===== src/common/timer_watchdog_pkg.sv =====
`default_nettype none
package timer_watchdog_pkg;
   // register file addresses
   localparam logic [7:0] ADDR_VECTOR_SELECT = 8'hf6;
   localparam logic [7:0] ADDR_COUNT_HIGH = 8'hf8;
   localparam logic [7:0] ADDR_COUNT_LOW = 8'hf9;
   localparam logic [7:0] ADDR_PRESCALE = 8'hfa;
   localparam logic [7:0] ADDR_CONTROL = 8'hfb;
   localparam logic [7:0] ADDR_WAIT_CONTROL = 8'hfc;
   // reset values
   localparam logic [7:0] CONTROL_RESET = 8'h12;
   localparam logic [7:0] WAIT_CONTROL_RESET = 8'h7f;
   localparam logic [7:0] VECTOR_SELECT_RESET = 8'h06;
   localparam logic [15:0] COUNT_RESET = 16'hffff;
   localparam logic [7:0] PRESCALE_RESET = 8'hff;
   // field positions
   localparam int RUN_POS = 7;
   localparam int SINGLE_POS = 6;
   localparam int MODE_HI_POS = 5;
   localparam int MODE_LO_POS = 4;
   localparam int IN_EN_POS = 3;
   localparam int OUT_MODE_POS = 2;
   localparam int OUT_LEVEL_POS = 1;
   localparam int OUT_EN_POS = 0;
   localparam int GUARD_POS = 6;
   localparam int TOP_SEL_POS = 2;
   localparam int A0_SEL_POS = 1;
   // servicing codes
   localparam logic [7:0] SERVICE_FIRST = 8'haa;
   localparam logic [7:0] SERVICE_SECOND = 8'h55;
   // internal counting clock divider
   localparam int CLOCK_DIVIDE = 4;
   localparam logic [1:0] DIV_LAST = 2'(CLOCK_DIVIDE - 1);
   // input modes {input_mode_high, input_mode_low}
   typedef enum logic [1:0] {
      MODE_EVENT = 2'b00,
      MODE_GATED = 2'b01,
      MODE_TRIGGER = 2'b10,
      MODE_RETRIGGER = 2'b11
   } input_mode_e;
   typedef struct packed {
      logic wr;
      logic [7:0] addr;
      logic [7:0] data;
   } reg_write_s;
   typedef struct packed {
      logic top_level;
      logic channel_a0;
      logic soft_trap;
   } irq_route_s;
endpackage : timer_watchdog_pkg
`default_nettype wire


===== src/verilog/timer_watchdog_unit.sv =====
`default_nettype none
module timer_watchdog_unit (
   input wire logic clock,
   input wire logic rst_n,
   input wire logic clk_en,
   input wire timer_watchdog_pkg::reg_write_s reg_wr,
   input wire logic [7:0] reg_addr,
   output logic [7:0] reg_rdata,
   input wire logic timer_in_pin,
   input wire logic nmi_pin,
   input wire logic ext_a0_pin,
   output logic timer_out_pin,
   output logic timer_out_oe,
   output logic top_level_irq,
   output logic channel_a0_irq,
   output logic soft_trap_pend,
   output logic system_reset_req,
   output logic end_of_count
);
   logic [7:0] control_q;
   logic guard_mode_enable_n_q;
   logic [1:0] vector_sel_q;
   logic [15:0] const_q;
   logic [7:0] pre_const_q;
   logic [15:0] count_q;
   logic [7:0] pre_count_q;
   logic [1:0] div_q;
   logic const_dirty_q;
   logic first_code_q;
   logic out_q;
   logic pin_s1_q, pin_s2_q, pin_s3_q;
   logic nmi_s1_q, nmi_s2_q, a0_s1_q, a0_s2_q;
   logic [7:0] rdata_d;

   wire logic guard = ~guard_mode_enable_n_q;
   wire logic count_run_bit = control_q[timer_watchdog_pkg::RUN_POS];
   wire logic single_mode = control_q[timer_watchdog_pkg::SINGLE_POS];
   wire logic input_section_enable = control_q[timer_watchdog_pkg::IN_EN_POS];
   wire logic output_mode_bit = control_q[timer_watchdog_pkg::OUT_MODE_POS];
   wire logic output_level_bit = control_q[timer_watchdog_pkg::OUT_LEVEL_POS];
   wire logic output_drive_enable = control_q[timer_watchdog_pkg::OUT_EN_POS];
   wire timer_watchdog_pkg::input_mode_e in_mode = timer_watchdog_pkg::input_mode_e'(
      {control_q[timer_watchdog_pkg::MODE_HI_POS], control_q[timer_watchdog_pkg::MODE_LO_POS]});

   // register decodes
   wire logic wr_ctrl = reg_wr.wr && reg_wr.addr == timer_watchdog_pkg::ADDR_CONTROL;
   wire logic wr_high = reg_wr.wr && reg_wr.addr == timer_watchdog_pkg::ADDR_COUNT_HIGH;
   wire logic wr_low = reg_wr.wr && reg_wr.addr == timer_watchdog_pkg::ADDR_COUNT_LOW;
   wire logic wr_pre = reg_wr.wr && reg_wr.addr == timer_watchdog_pkg::ADDR_PRESCALE;
   wire logic wr_wait = reg_wr.wr && reg_wr.addr == timer_watchdog_pkg::ADDR_WAIT_CONTROL;
   wire logic wr_vec = reg_wr.wr && reg_wr.addr == timer_watchdog_pkg::ADDR_VECTOR_SELECT;
   wire logic const_wr = ~guard && (wr_high || wr_low);
   wire logic service = guard && wr_low && first_code_q
      && reg_wr.data == timer_watchdog_pkg::SERVICE_SECOND;
   wire logic run_set = wr_ctrl && reg_wr.data[timer_watchdog_pkg::RUN_POS] && ~count_run_bit;
   wire logic fall = pin_s3_q && ~pin_s2_q;
   wire logic div_tick = div_q == timer_watchdog_pkg::DIV_LAST;

   // input modes decide what a counting clock is
   wire logic inputs_on = input_section_enable && ~guard;
   wire logic event_mode = inputs_on && in_mode == timer_watchdog_pkg::MODE_EVENT;
   wire logic gated_mode = inputs_on && in_mode == timer_watchdog_pkg::MODE_GATED;
   wire logic trig_mode = inputs_on && in_mode == timer_watchdog_pkg::MODE_TRIGGER;
   wire logic retrig_mode = inputs_on && in_mode == timer_watchdog_pkg::MODE_RETRIGGER;
   wire logic retrig_start = retrig_mode && fall && ~count_run_bit;
   wire logic running = guard || count_run_bit;
   wire logic tick = running && (event_mode ? fall :
      (div_tick && (~gated_mode || pin_s2_q)));
   wire logic retrigger = trig_mode && count_run_bit && fall;
   wire logic pre_zero = pre_count_q == 8'h00;
   wire logic eoc = tick && pre_zero && count_q == 16'h0000;
   wire logic single_stop = eoc && ~guard && single_mode;

   // next run bit: hardware clear on single stop loses to a software set
   wire logic run_d = wr_ctrl ? (reg_wr.data[timer_watchdog_pkg::RUN_POS] && ~guard)
      || (count_run_bit && guard) : (retrig_start || (count_run_bit && ~single_stop));
   wire logic [7:0] control_d = wr_ctrl && ~guard ? {run_d, reg_wr.data[6:0]} :
      {run_d, control_q[6:0]};
   wire logic [15:0] const_d = wr_high ? {reg_wr.data, const_q[7:0]} :
      {const_q[15:8], reg_wr.data};

   // reload: new constant always at eoc in continuous/watchdog, changed-only in single
   wire logic reload_now = service || retrigger || retrig_start
      || (eoc && (~single_stop || const_dirty_q));
   wire logic stopped_load = const_wr && ~count_run_bit;

   wire timer_watchdog_pkg::irq_route_s route = '{
      top_level: vector_sel_q[1] ? nmi_s2_q : (eoc && ~guard),
      channel_a0: vector_sel_q[0] ? a0_s2_q : (eoc && ~guard),
      soft_trap: guard && (~vector_sel_q[1] || ~vector_sel_q[0])};

   always_comb begin
      unique case (reg_addr)
         timer_watchdog_pkg::ADDR_CONTROL: rdata_d = control_q;
         timer_watchdog_pkg::ADDR_COUNT_HIGH: rdata_d = count_q[15:8];
         timer_watchdog_pkg::ADDR_COUNT_LOW: rdata_d = count_q[7:0];
         timer_watchdog_pkg::ADDR_PRESCALE: rdata_d = pre_const_q;
         timer_watchdog_pkg::ADDR_WAIT_CONTROL:
            rdata_d = timer_watchdog_pkg::WAIT_CONTROL_RESET
               & ~(8'h01 << timer_watchdog_pkg::GUARD_POS)
               | ({7'h00, guard_mode_enable_n_q} << timer_watchdog_pkg::GUARD_POS);
         timer_watchdog_pkg::ADDR_VECTOR_SELECT: rdata_d = {5'h00, vector_sel_q, 1'b0};
         default: rdata_d = 8'h00;
      endcase
   end

   // pins are asynchronous: two flops each, then a third on the timer input for edge detection
   always_ff @(posedge clock or negedge rst_n) begin
      if (!rst_n) begin
         {pin_s1_q, pin_s2_q, pin_s3_q} <= 3'h7;
         {nmi_s1_q, nmi_s2_q, a0_s1_q, a0_s2_q} <= 4'h0;
      end else if (clk_en) begin
         {pin_s1_q, pin_s2_q, pin_s3_q} <= {timer_in_pin, pin_s1_q, pin_s2_q};
         {nmi_s1_q, nmi_s2_q, a0_s1_q, a0_s2_q} <= {nmi_pin, nmi_s1_q, ext_a0_pin, a0_s1_q};
      end
   end

   always_ff @(posedge clock or negedge rst_n) begin
      if (!rst_n) begin
         control_q <= timer_watchdog_pkg::CONTROL_RESET;
         guard_mode_enable_n_q <= 1'b1;
         vector_sel_q <= timer_watchdog_pkg::VECTOR_SELECT_RESET[2:1];
         const_q <= timer_watchdog_pkg::COUNT_RESET;
         pre_const_q <= timer_watchdog_pkg::PRESCALE_RESET;
         const_dirty_q <= 1'b0;
         first_code_q <= 1'b0;
      end else if (clk_en) begin
         control_q <= control_d;
         if (wr_wait && !reg_wr.data[timer_watchdog_pkg::GUARD_POS])
            guard_mode_enable_n_q <= 1'b0;
         if (wr_vec)
            vector_sel_q <= reg_wr.data[timer_watchdog_pkg::TOP_SEL_POS:timer_watchdog_pkg::A0_SEL_POS];
         if (const_wr)
            const_q <= const_d;
         if (wr_pre)
            pre_const_q <= reg_wr.data;
         if (stopped_load)
            const_dirty_q <= 1'b1;
         else if (reload_now || run_set)
            const_dirty_q <= 1'b0;
         if (guard && wr_low)
            first_code_q <= reg_wr.data == timer_watchdog_pkg::SERVICE_FIRST;
      end
   end

   // counter datapath
   always_ff @(posedge clock or negedge rst_n) begin
      if (!rst_n) begin
         count_q <= timer_watchdog_pkg::COUNT_RESET;
         pre_count_q <= timer_watchdog_pkg::PRESCALE_RESET;
         div_q <= 2'h0;
      end else if (clk_en) begin
         div_q <= running ? div_q + 2'h1 : 2'h0;
         if (reload_now || (stopped_load && ~tick)) begin
            count_q <= stopped_load ? const_d : const_q;
            pre_count_q <= pre_const_q;
         end else if (tick && !single_stop) begin
            pre_count_q <= pre_zero ? pre_const_q : pre_count_q - 8'h01;
            if (pre_zero)
               count_q <= count_q - 16'h0001;
         end
      end
   end

   // outputs
   always_ff @(posedge clock or negedge rst_n) begin
      if (!rst_n) begin
         out_q <= 1'b1;
         reg_rdata <= 8'h00;
         end_of_count <= 1'b0;
         top_level_irq <= 1'b0;
         channel_a0_irq <= 1'b0;
         soft_trap_pend <= 1'b0;
         system_reset_req <= 1'b0;
         timer_out_pin <= 1'b1;
         timer_out_oe <= 1'b0;
      end else if (clk_en) begin
         if (eoc)
            out_q <= output_mode_bit ? output_level_bit : ~out_q;
         reg_rdata <= rdata_d;
         end_of_count <= eoc;
         top_level_irq <= route.top_level;
         channel_a0_irq <= route.channel_a0;
         soft_trap_pend <= route.soft_trap;
         system_reset_req <= eoc && guard;
         timer_out_pin <= output_drive_enable ? out_q : 1'b1;
         timer_out_oe <= 1'b1;
      end
   end
endmodule : timer_watchdog_unit
`default_nettype wire


===== config.mk =====
export PLATFORM = sky130hd
export DESIGN_NAME = timer_watchdog_unit
export DESIGN_NICKNAME = d
export VERILOG_FILES = /design/src/common/timer_watchdog_pkg.sv /design/src/verilog/timer_watchdog_unit.sv
export SDC_FILE = /design/constraint.sdc
export NUM_CORES = 1
export LEC_CHECK = 0
export ABC_AREA = 1
export BUFFER_PORTS_ARGS = -buffer_cell sky130_fd_sc_hd__buf_2
export CAP_MARGIN = 0
export CORE_UTILIZATION = 30
export CTS_BUF_LIST = sky130_fd_sc_hd__clkbuf_8
export DETAILED_ROUTE_END_ITERATION = 10
export PLACE_DENSITY = 0.49
export SYNTH_ARGS = -nofsm -noshare
export SYNTH_HDL_FRONTEND = slang
export SYNTH_SLANG_ARGS = --single-unit

===== constraint.sdc =====
create_clock -name clock -period 2.3 [get_ports clock]
set_clock_uncertainty 0.05 [all_clocks]
set_input_delay 0.46 -clock clock [delete_from_list [all_inputs] [get_ports clock]]
set_output_delay 0.46 -clock clock [all_outputs]
set_load 0.01 [all_outputs]

# == Yosys cells after proc, flatten, opt, wreduce, memory -nomap -nowiden ==
# Cells that the tools add are included.
# totals
register_bits,86
input_bits,31
out_inout_bits,15
# classes
addsub,3
n_eq_ne,18
muxes,18
n_bitwise,9
n_reduce_logical,69
# op_table
cell,count
$eq 8x8->1 const B,13
$mux 16,5
$pmux 8 s6,1
$logic_and 1x1->1,39
$mux 8,3
$reduce_and 2->1,9
$logic_not 16->1,1
$sub 16x1->16 const B,1
$logic_or 1x1->1,12
$not 1->1,9
$eq 8x7->1 const B,1
$logic_not 8->1,1
$mux 1,8
$sub 8x1->8 const B,1
$eq 2x2->1 const B,3
$reduce_bool 2->1,3
$reduce_and 3->1,1
$add 2x1->2 const B,1
$eq 2x1->1 const B,1
$logic_not 1->1,2
$logic_not 2->1,1
$mux 2,1

# == Longest topological paths before layout ==
# Gate-level depths: netlist of the first run.
# logic_depth
ltp_word,18
ltp_mapped,14
mapped_depth_nobuf,14

# == Worst setup path after synthesis of the first run ==
# No wires, ideal clock.
# synth_timing
path_kind,register -> register
from,register pre_count_q[0]
to,register count_q[7]
setup_ns,0.060
t_arrival_ns,1.842
path_slack_ns,0.348
path_stages_with_launch,13
path_buffers,1
period_less_slack_ns,1.952
path_cell_list,dfstp_2 inv_1 ha_1 nand2_2 nor2_4 nand3_2 nor2_4 o31ai_4 clkbuf_1 nand3_1 nand2_1 nand3_1 nand2_1
# synth_between
elab_chain_cells,12
elab_cells_between_ends,16
cone_classes,1 x mux; 1 x bitwise; 14 x reduce/logical
# synth_lines
item,line_no,source
"start, declared",timer_watchdog_unit.sv:26,logic [7:0] pre_count_q;
"start signal, assigned",timer_watchdog_unit.sv:150,pre_count_q <= timer_watchdog_pkg::PRESCALE_RESET;
"start signal, assigned",timer_watchdog_unit.sv:156,pre_count_q <= pre_const_q;
"start signal, assigned",timer_watchdog_unit.sv:158,pre_count_q <= pre_zero ? pre_const_q : pre_count_q - 8'h01;
$logic_not 8->1 *,timer_watchdog_unit.sv:70,wire logic pre_zero = pre_count_q == 8'h00;
$logic_and 1x1->1 (2 in a row),timer_watchdog_unit.sv:71,wire logic eoc = tick && pre_zero && count_q == 16'h0000;
$logic_and 1x1->1 (2 in a row),timer_watchdog_unit.sv:72,wire logic single_stop = eoc && ~guard && single_mode;
$not 1->1,timer_watchdog_unit.sv:84,|| (eoc && (~single_stop || const_dirty_q));
$logic_or 1x1->1,timer_watchdog_unit.sv:84,
$logic_and 1x1->1,timer_watchdog_unit.sv:84,
$logic_or 1x1->1,timer_watchdog_unit.sv:84,
$logic_or 1x1->1,timer_watchdog_unit.sv:154,if (reload_now || (stopped_load && ~tick)) begin
$reduce_bool 2->1 (no source line),n/a,
$reduce_and 3->1 (no source line),n/a,
"end signal, assigned",timer_watchdog_unit.sv:149,count_q <= timer_watchdog_pkg::COUNT_RESET;
"end signal, assigned",timer_watchdog_unit.sv:155,count_q <= stopped_load ? const_d : const_q;
"end signal, assigned",timer_watchdog_unit.sv:160,count_q <= count_q - 16'h0001;
"end, declared",timer_watchdog_unit.sv:25,logic [15:0] count_q;
# Mark *: on every way between the ends. The rest lies on a longest branch, timed or not.
# A chain may end at the register's enable or synchronous reset.

# == Worst setup path in the final report of the first run ==
# layout_timing
from,register pre_count_q[0]
to,register count_q[1]
# The elaborated chain is that of the path after synthesis.

==> flow_metrics.py, run 1 <==
metrics = {
    "timing": {
        "max_freq_mhz": 475,
        "slew_headroom_pct": 49.8,
        "rsz0062_at_grt": "no",
        "fin_crit_ps": 2110,
        "drv_slew": 0,
        "final_hold_viol_count": 0,
        "finalSetupViolations": 0,
        "max_slew.worst_pin.slew_ps": 753,
        "finalCritPeriodShare_pct": 91.5,
        "holdWs_ps": 233,
    },
    "final_layout": {
        "multi_input_area_mm2": 0.00259,
        "area_growth_pct": 16.7,
        "drive_above_1_share_pct": 21.1,
        "insertedDiodeCount": 0,
        "nets": 801,
        "regArea_mm2": 0.00222,
        "finish.utilization_pct": 36.0,
        "nFillCells": 1788,
        "final_cell_area_mm2": 0.00599,
    },
    "clock_tree": {
        "cts_buffer_depth": 2,
        "clk_latency_ps": 380,
        "htreeDepth": 3,
        "cts_tree": "yes",
        "clock_sinks": 86,
        "clk_pin_slew_worst_paths_ps": 90,
        "cts_buffers": 9,
        "root_buffer": "clkbuf_8",
    },
    "synth": {
        "synth_area_mm2": 0.00513,
        "synthArstFlopShare_pct": 100,
        "synth_area_leader_cell": "dfstp_2",
        "synth_top_area_share_pct": 29.7,
        "avgSynthCellArea_um2": 7.24,
        "synth-edff-count": 0,
        "ys_seq_area_share_pct": 43.3,
        "synth_cell_types": 36,
        "synth_area_leaders": "dfstp_2 (30%), nand2_1 (20%), dfrtp_1 (14%), o21ai_0 (8.6%), nand3_1 (5.3%)",
        "synthFlopType": "dfstp_2",
        "syn_inst": 709,
        "ys_ff_latch": 86,
        "synth_nets": 744,
        "yosysWarnings": 0,
    },
    "route": {
        "vias": 4737,
        "first_iter_violations": 317,
        "detail-route-antenna-nets": 0,
        "wl_um": 14700,
        "top_layer": "met4",
        "firstDrtPassIters": 6,
        "met2_length_um": 7010,
        "drc_errors": 0,
        "avgRoutedWirePerCell_um": 14.8,
        "post_drt_via_cell_ratio": 4.78,
        "wirelength_met1_um": 6840,
        "dr_wl_met3_um": 624,
    },
    "hold_path": {
        "worstHoldStart": "nmi_pin",
        "min_path_cells": 3,
        "hp-class": "in2reg",
        "hold-path-endpoint": "nmi_s1_q",
    },
    "floorplanning": {
        "start_util_pct": 30.9,
        "dieArea_mm2": 0.0176,
        "pin_count": 46,
        "die_w_um": 133,
        "die_h_um": 133,
        "num_rows": 47,
        "core_area_mm2": 0.0166,
    },
    "outcome": {
        "status": "finished clean",
    },
    "grt": {
        "overflow": 0,
        "grt_pass1_vias": 4586,
        "grt_max_degree": 86,
        "antenna_found_initial": 0,
        "grt_pass1_wl_um": 24200,
        "grt_use_total_pct": 17.5,
    },
    "place": {
        "io_buffers": 45,
        "hpwl_um": 10500,
        "gp_congestion": 0.853,
        "place_area_mm2": 0.00573,
    },
    "job": {
        "drv_cap": 0,
    },
    "worst_setup_path": {
        "critPathMaxFanout": 17,
        "reg2reg_from": "pre_count_q[0]",
        "cp-start-kind": "flop",
        "r2r_end": "count_q[1]",
        "rrSetupSlack_ps": 190,
        "crit_required_ps": 2560,
        "worstPathArrival_ps": 2360,
        "crit_path_end_kind": "flop",
        "reg2reg_depth": 12,
        "worstSetupPathType": "reg2reg",
    },
    "pwr": {
        "vdd.ir_drop.worst_v": 0.000388,
        "power_density_mw_per_mm2": 917,
        "p_leak_nw": 2.75,
        "report.power.total_mw": 5.50,
    },
}
==> kinds of logic after synthesis <==
kind of cell               after synthesis  share of synthesized area [%]
AOI/OAI and AO/OA                      106                           11.5
xor gates and xnor gates                20                           3.41
and+or+nand+nor                        404                           33.7
DFF                                     86                           43.3
adders and majority gates                4                          0.975
buffers and inverters                   89                           6.99
==> routing by layer <==
metal / GRT usage [%] / up-vias
li1: - / 2404
met1: 23.4 / 2222
met2: 29.3 / 97
met3: 2.99 / 14
met4: 4.41 / 0
met5: 0 / -
==> registers in the layout, indices dropped and copies added, names as in the netlist, 2 cells and up, named ones only <==
signal        cells
pre_const_q       8
vector_sel_q      2
div_q             2
const_q          16
pre_count_q       8
control_q         7
reg_rdata         8
count_q          16
==> metrics by stage <==
stage | setup slack [ps] | setup TNS, ps | instances
global placement | -56.0 | -652 | 970
detailed placement | -45.9 | -417 | 970
floorplan | 348 | 0 | 709
global route | 21.5 | 0 | 991
CTS | 6.48 | 0 | 987
finish | 195 | 0 | 991
==> power by group <==
part	switching, mW	internal (mW)	total (mW)
registers	0.302	1.90	2.20
logic	1.28	0.933	2.21
clock network	0.558	0.521	1.08
==> cell usage in the layout (no fill, tap or decap), types with 10 or more instances in the layout <==
cell type  netlist  layout
nor2_1          36      36
inv_1           61      63
dfstp_2         58      58
buf_2            5      44
nand3_1         54      53
xor2_1          14      14
nand4_1         18      18
clkbuf_8         0      10
o21ai_0         88      88
buf_4            1      21
nand2_1        271     270
dfrtp_1         28      28
==> worst max-delay path: stages, from the launching register on <==
cell     delay, ps
dfstp_2        370
inv_1          100
ha_2           220
nand2_2         90
nor2_4         180
nand3_4        130
nor2_4         160
o31ai_4        130
nand2_8        140
inv_2          100
o21ai_4        150
nand3_1        130
nand2_1         80
==> worst max path at each step <==
stage	start	to	cells past startpoint
after floorplan	pre_count_q[0]	count_q[7]	12
after CTS	guard_mode_enable_n_q	count_q[1]	12
after detailed placement	reg_wr[10]	count_q[1]	14
after global placement	reg_wr[10]	count_q[7]	14
after global routing	pre_count_q[0]	count_q[0]	12
final	pre_count_q[0]	count_q[1]	12
==> cells in the mapped netlist (6+ instances only) <==
library cell / instances
clkbuf_1: 15
dfrtp_1: 28
dfstp_2: 58
inv_1: 61
nand2_1: 271
nand3_1: 54
nand4_1: 18
nor2_1: 36
nor3_1: 9
o21ai_0: 88
xnor2_1: 6
xor2_1: 14
==> final cells by class <==
type                    instances  share of cell area (%)
clock buffers                  10                    2.30
clock inverters                 6                   0.918
inverters                      64                    4.01
multi-input cells             535                    43.3
flip-flops and latches         86                    37.1
well taps                     220                    4.59
repair buffers                 70                    7.81
==> what timing repair did <==
action / in CTS / in global routing
endpoints found under the hold margin: 1 / 0
gates resized for setup: 0 / 6
hold buffers: 1 / 0
endpoints found under the setup margin: 0 / 25
setup buffers: 0 / 3
Power figures use the tool's default switching activity.
==> run 2, diff against run 1 <==
--- a/config.mk
+++ b/config.mk
@@ -8,10 +8,12 @@
 export ABC_AREA = 1
 export BUFFER_PORTS_ARGS = -buffer_cell sky130_fd_sc_hd__buf_2
 export CAP_MARGIN = 0
+export CELL_PAD_IN_SITES_DETAIL_PLACEMENT = 1
+export CELL_PAD_IN_SITES_GLOBAL_PLACEMENT = 1
 export CORE_UTILIZATION = 30
 export CTS_BUF_LIST = sky130_fd_sc_hd__clkbuf_8
 export DETAILED_ROUTE_END_ITERATION = 10
-export PLACE_DENSITY = 0.49
+export PLACE_DENSITY = 0.62
 export SYNTH_ARGS = -nofsm -noshare
 export SYNTH_HDL_FRONTEND = slang
 export SYNTH_SLANG_ARGS = --single-unit
==> run 2 against run 1 <==
Non-clock buffer count decreased by 1. Combinational power about the same. Largest power group unchanged. Worst hold slack got worse by 220 ps. First-iteration DRC count decreased by 15%. Setup slack got worse by 29 ps. Global-route usage increased by 2.0 points. Sequential share of layout area increased by 0.15 points. Via count increased by 1.8%. Die area unchanged. Count of clock-buffer cells in the layout decreased by 1. Sequential cell count unchanged.
==> flow_metrics.py, run 2 (same netlist as run 1, synthesis figures left out) <==
metrics = {
    "outcome": {
        "status": "finished clean",
    },
    "clock_tree": {
        "ctsHoldBuffers": 0,
        "root_buffer": "clkbuf_8",
        "clock_sinks": 86,
        "cts_buffers": 9,
        "clk_latency_ps": 380,
        "cts_tree": "yes",
        "htreeDepth": 3,
        "cts_buffer_depth": 2,
        "clk_pin_slew_worst_paths_ps": 90,
    },
    "timing": {
        "setup-tns-final_ps": 0,
        "slew_headroom_pct": 49.0,
        "finalWorstSetupSlack_ps": 166,
        "rsz0062_at_grt": "no",
        "fin_crit_ps": 2130,
        "max_freq_mhz": 469,
        "holdWs_ps": 13.5,
        "max_slew.worst_pin.slew_ps": 765,
        "finalSetupViolations": 0,
        "final_hold_viol_count": 0,
        "finalCritPeriodShare_pct": 92.8,
        "drv_slew": 0,
    },
    "place": {
        "dp.cells": 972,
        "place_ws_ps": -36.2,
        "place_area_mm2": 0.00573,
        "hpwl_um": 12200,
        "gp_congestion": 0.841,
        "io_buffers": 45,
    },
    "worst_setup_path": {
        "crit_path_end_kind": "flop",
        "critPathMaxFanout": 16,
        "crit_required_ps": 2560,
        "cp_slowest_cell": "dfstp_2",
        "cp_slowest_stage_delay_ps": 380,
        "path_cells": "inv_1 > ha_1 > nand2_2 > nor2_4 > nand3_2 > nor2_4 > o31ai_4 > nand3_4 > nand3_4 > nand2_1 > nand2_1",
        "cp-start-kind": "flop",
        "worstSetupPathType": "reg2reg",
        "worstPathArrival_ps": 2400,
    },
    "final_layout": {
        "nFillCells": 2136,
        "insertedDiodeCount": 0,
        "drive_above_1_share_pct": 21.2,
        "top_regs": "const_q (16), count_q (16)",
        "final_cell_area_mm2": 0.00597,
        "fin_cells": 989,
        "regArea_mm2": 0.00222,
        "area_growth_pct": 16.3,
        "multi_input_area_mm2": 0.00256,
        "finish.utilization_pct": 35.9,
        "nets": 799,
        "final_common_cell": "nand2_1",
        "mostFrequentLayoutCells": "nand2_1 (269), o21ai_0 (88), inv_1 (61)",
    },
    "pwr": {
        "combPwrFrac_pct": 39.9,
        "swShare_pct": 40.3,
        "vdd.ir_drop.worst_v": 0.000368,
        "power_switching_mw": 2.25,
        "power_density_mw_per_mm2": 936,
        "p_clk_share_pct": 20.6,
        "p_leak_nw": 2.73,
        "report.power.total_mw": 5.59,
        "intPower_mw": 3.33,
        "pwr-share-seq_pct": 39.5,
    },
    "route": {
        "wl_um": 16000,
        "firstDrtPassIters": 6,
        "detail-route-antenna-nets": 0,
        "post_drt_via_cell_ratio": 4.88,
        "avgRoutedWirePerCell_um": 16.2,
        "vias": 4824,
        "first_iter_violations": 268,
        "drc_errors": 0,
    },
    "grt": {
        "grt_use_total_pct": 19.5,
        "grt_max_degree": 42,
        "antenna_found_initial": 0,
        "grt_pass1_wl_um": 26700,
        "overflow": 0,
        "grt_pass1_vias": 5104,
    },
    "floorplanning": {
        "dieArea_mm2": 0.0176,
        "num_rows": 47,
        "pin_count": 46,
        "die_w_um": 133,
        "start_util_pct": 30.9,
        "die_h_um": 133,
        "core_area_mm2": 0.0166,
    },
    "hold_path": {
        "hp-class": "in2async",
    },
    "job": {
        "drv_cap": 0,
    },
}
run 2: path summary, 6_finish.rpt:
path / from / slack, ps / depth (start not counted) / to
max: pre_count_q[0] / 170 / 11 / count_q[0]
max reg2reg: pre_count_q[0] / 170 / 11 / count_q[0]
max in group asynchronous: rst_n / 1470 / 2 / const_q[11]
min: rst_n / 10 / 1 / nmi_s2_q
min in group clock: ext_a0_pin / 240 / 3 / a0_s1_q
min reg2reg: count_q[15] / 420 / 2 / count_q[15]
run 2: area by class of cell:
type | count | share of cell area [%]
inverters | 64 | 4.02
repair buffers | 69 | 7.73
clock inverters | 7 | 1.40
flip-flops and latches | 86 | 37.3
clock buffers | 9 | 2.07
well taps | 220 | 4.61
multi-input cells | 534 | 42.9
run 2: layer usage:
| metal | wire [µm] | part of all wire, % | global-route usage (%) | vias to the layer above |
|---|---|---|---|---|
| met5 | 0 | 0 | 0 | - |
| met4 | 148 | 0.93 | 4.53 | 0 |
| met3 | 565 | 3.5 | 3.49 | 9 |
| met2 | 7870 | 49 | 33.7 | 75 |
| met1 | 7400 | 46 | 25.1 | 2341 |
| li1 | - | - | - | 2399 |
run 2: critical path, delay by kind of cell, from the launching register on:
kind	cells	cell delay, ps
buffers and inverters	1	110
DFF	1	380
adders and majority gates	1	240
and+or+nand+nor	8	1150
AOI/OAI and AO/OA	1	130
run 2: timing repair:
item                                    in CTS  in global routing
hold endpoints to repair                     0                  0
endpoints found under the setup margin       0                 19
gates resized for setup                      0                  4
buffers inserted                             0                  1
run 2: power groups by stage:
stage	clock network, mW	registers, mW	logic [mW]
final	1.15	2.21	2.23
after global routing	1.23	2.24	2.57
after CTS	1.19	2.20	2.26
after detailed placement	0	2.23	2.24
after global placement	0	2.22	2.16
after floorplan	0	2.11	1.72
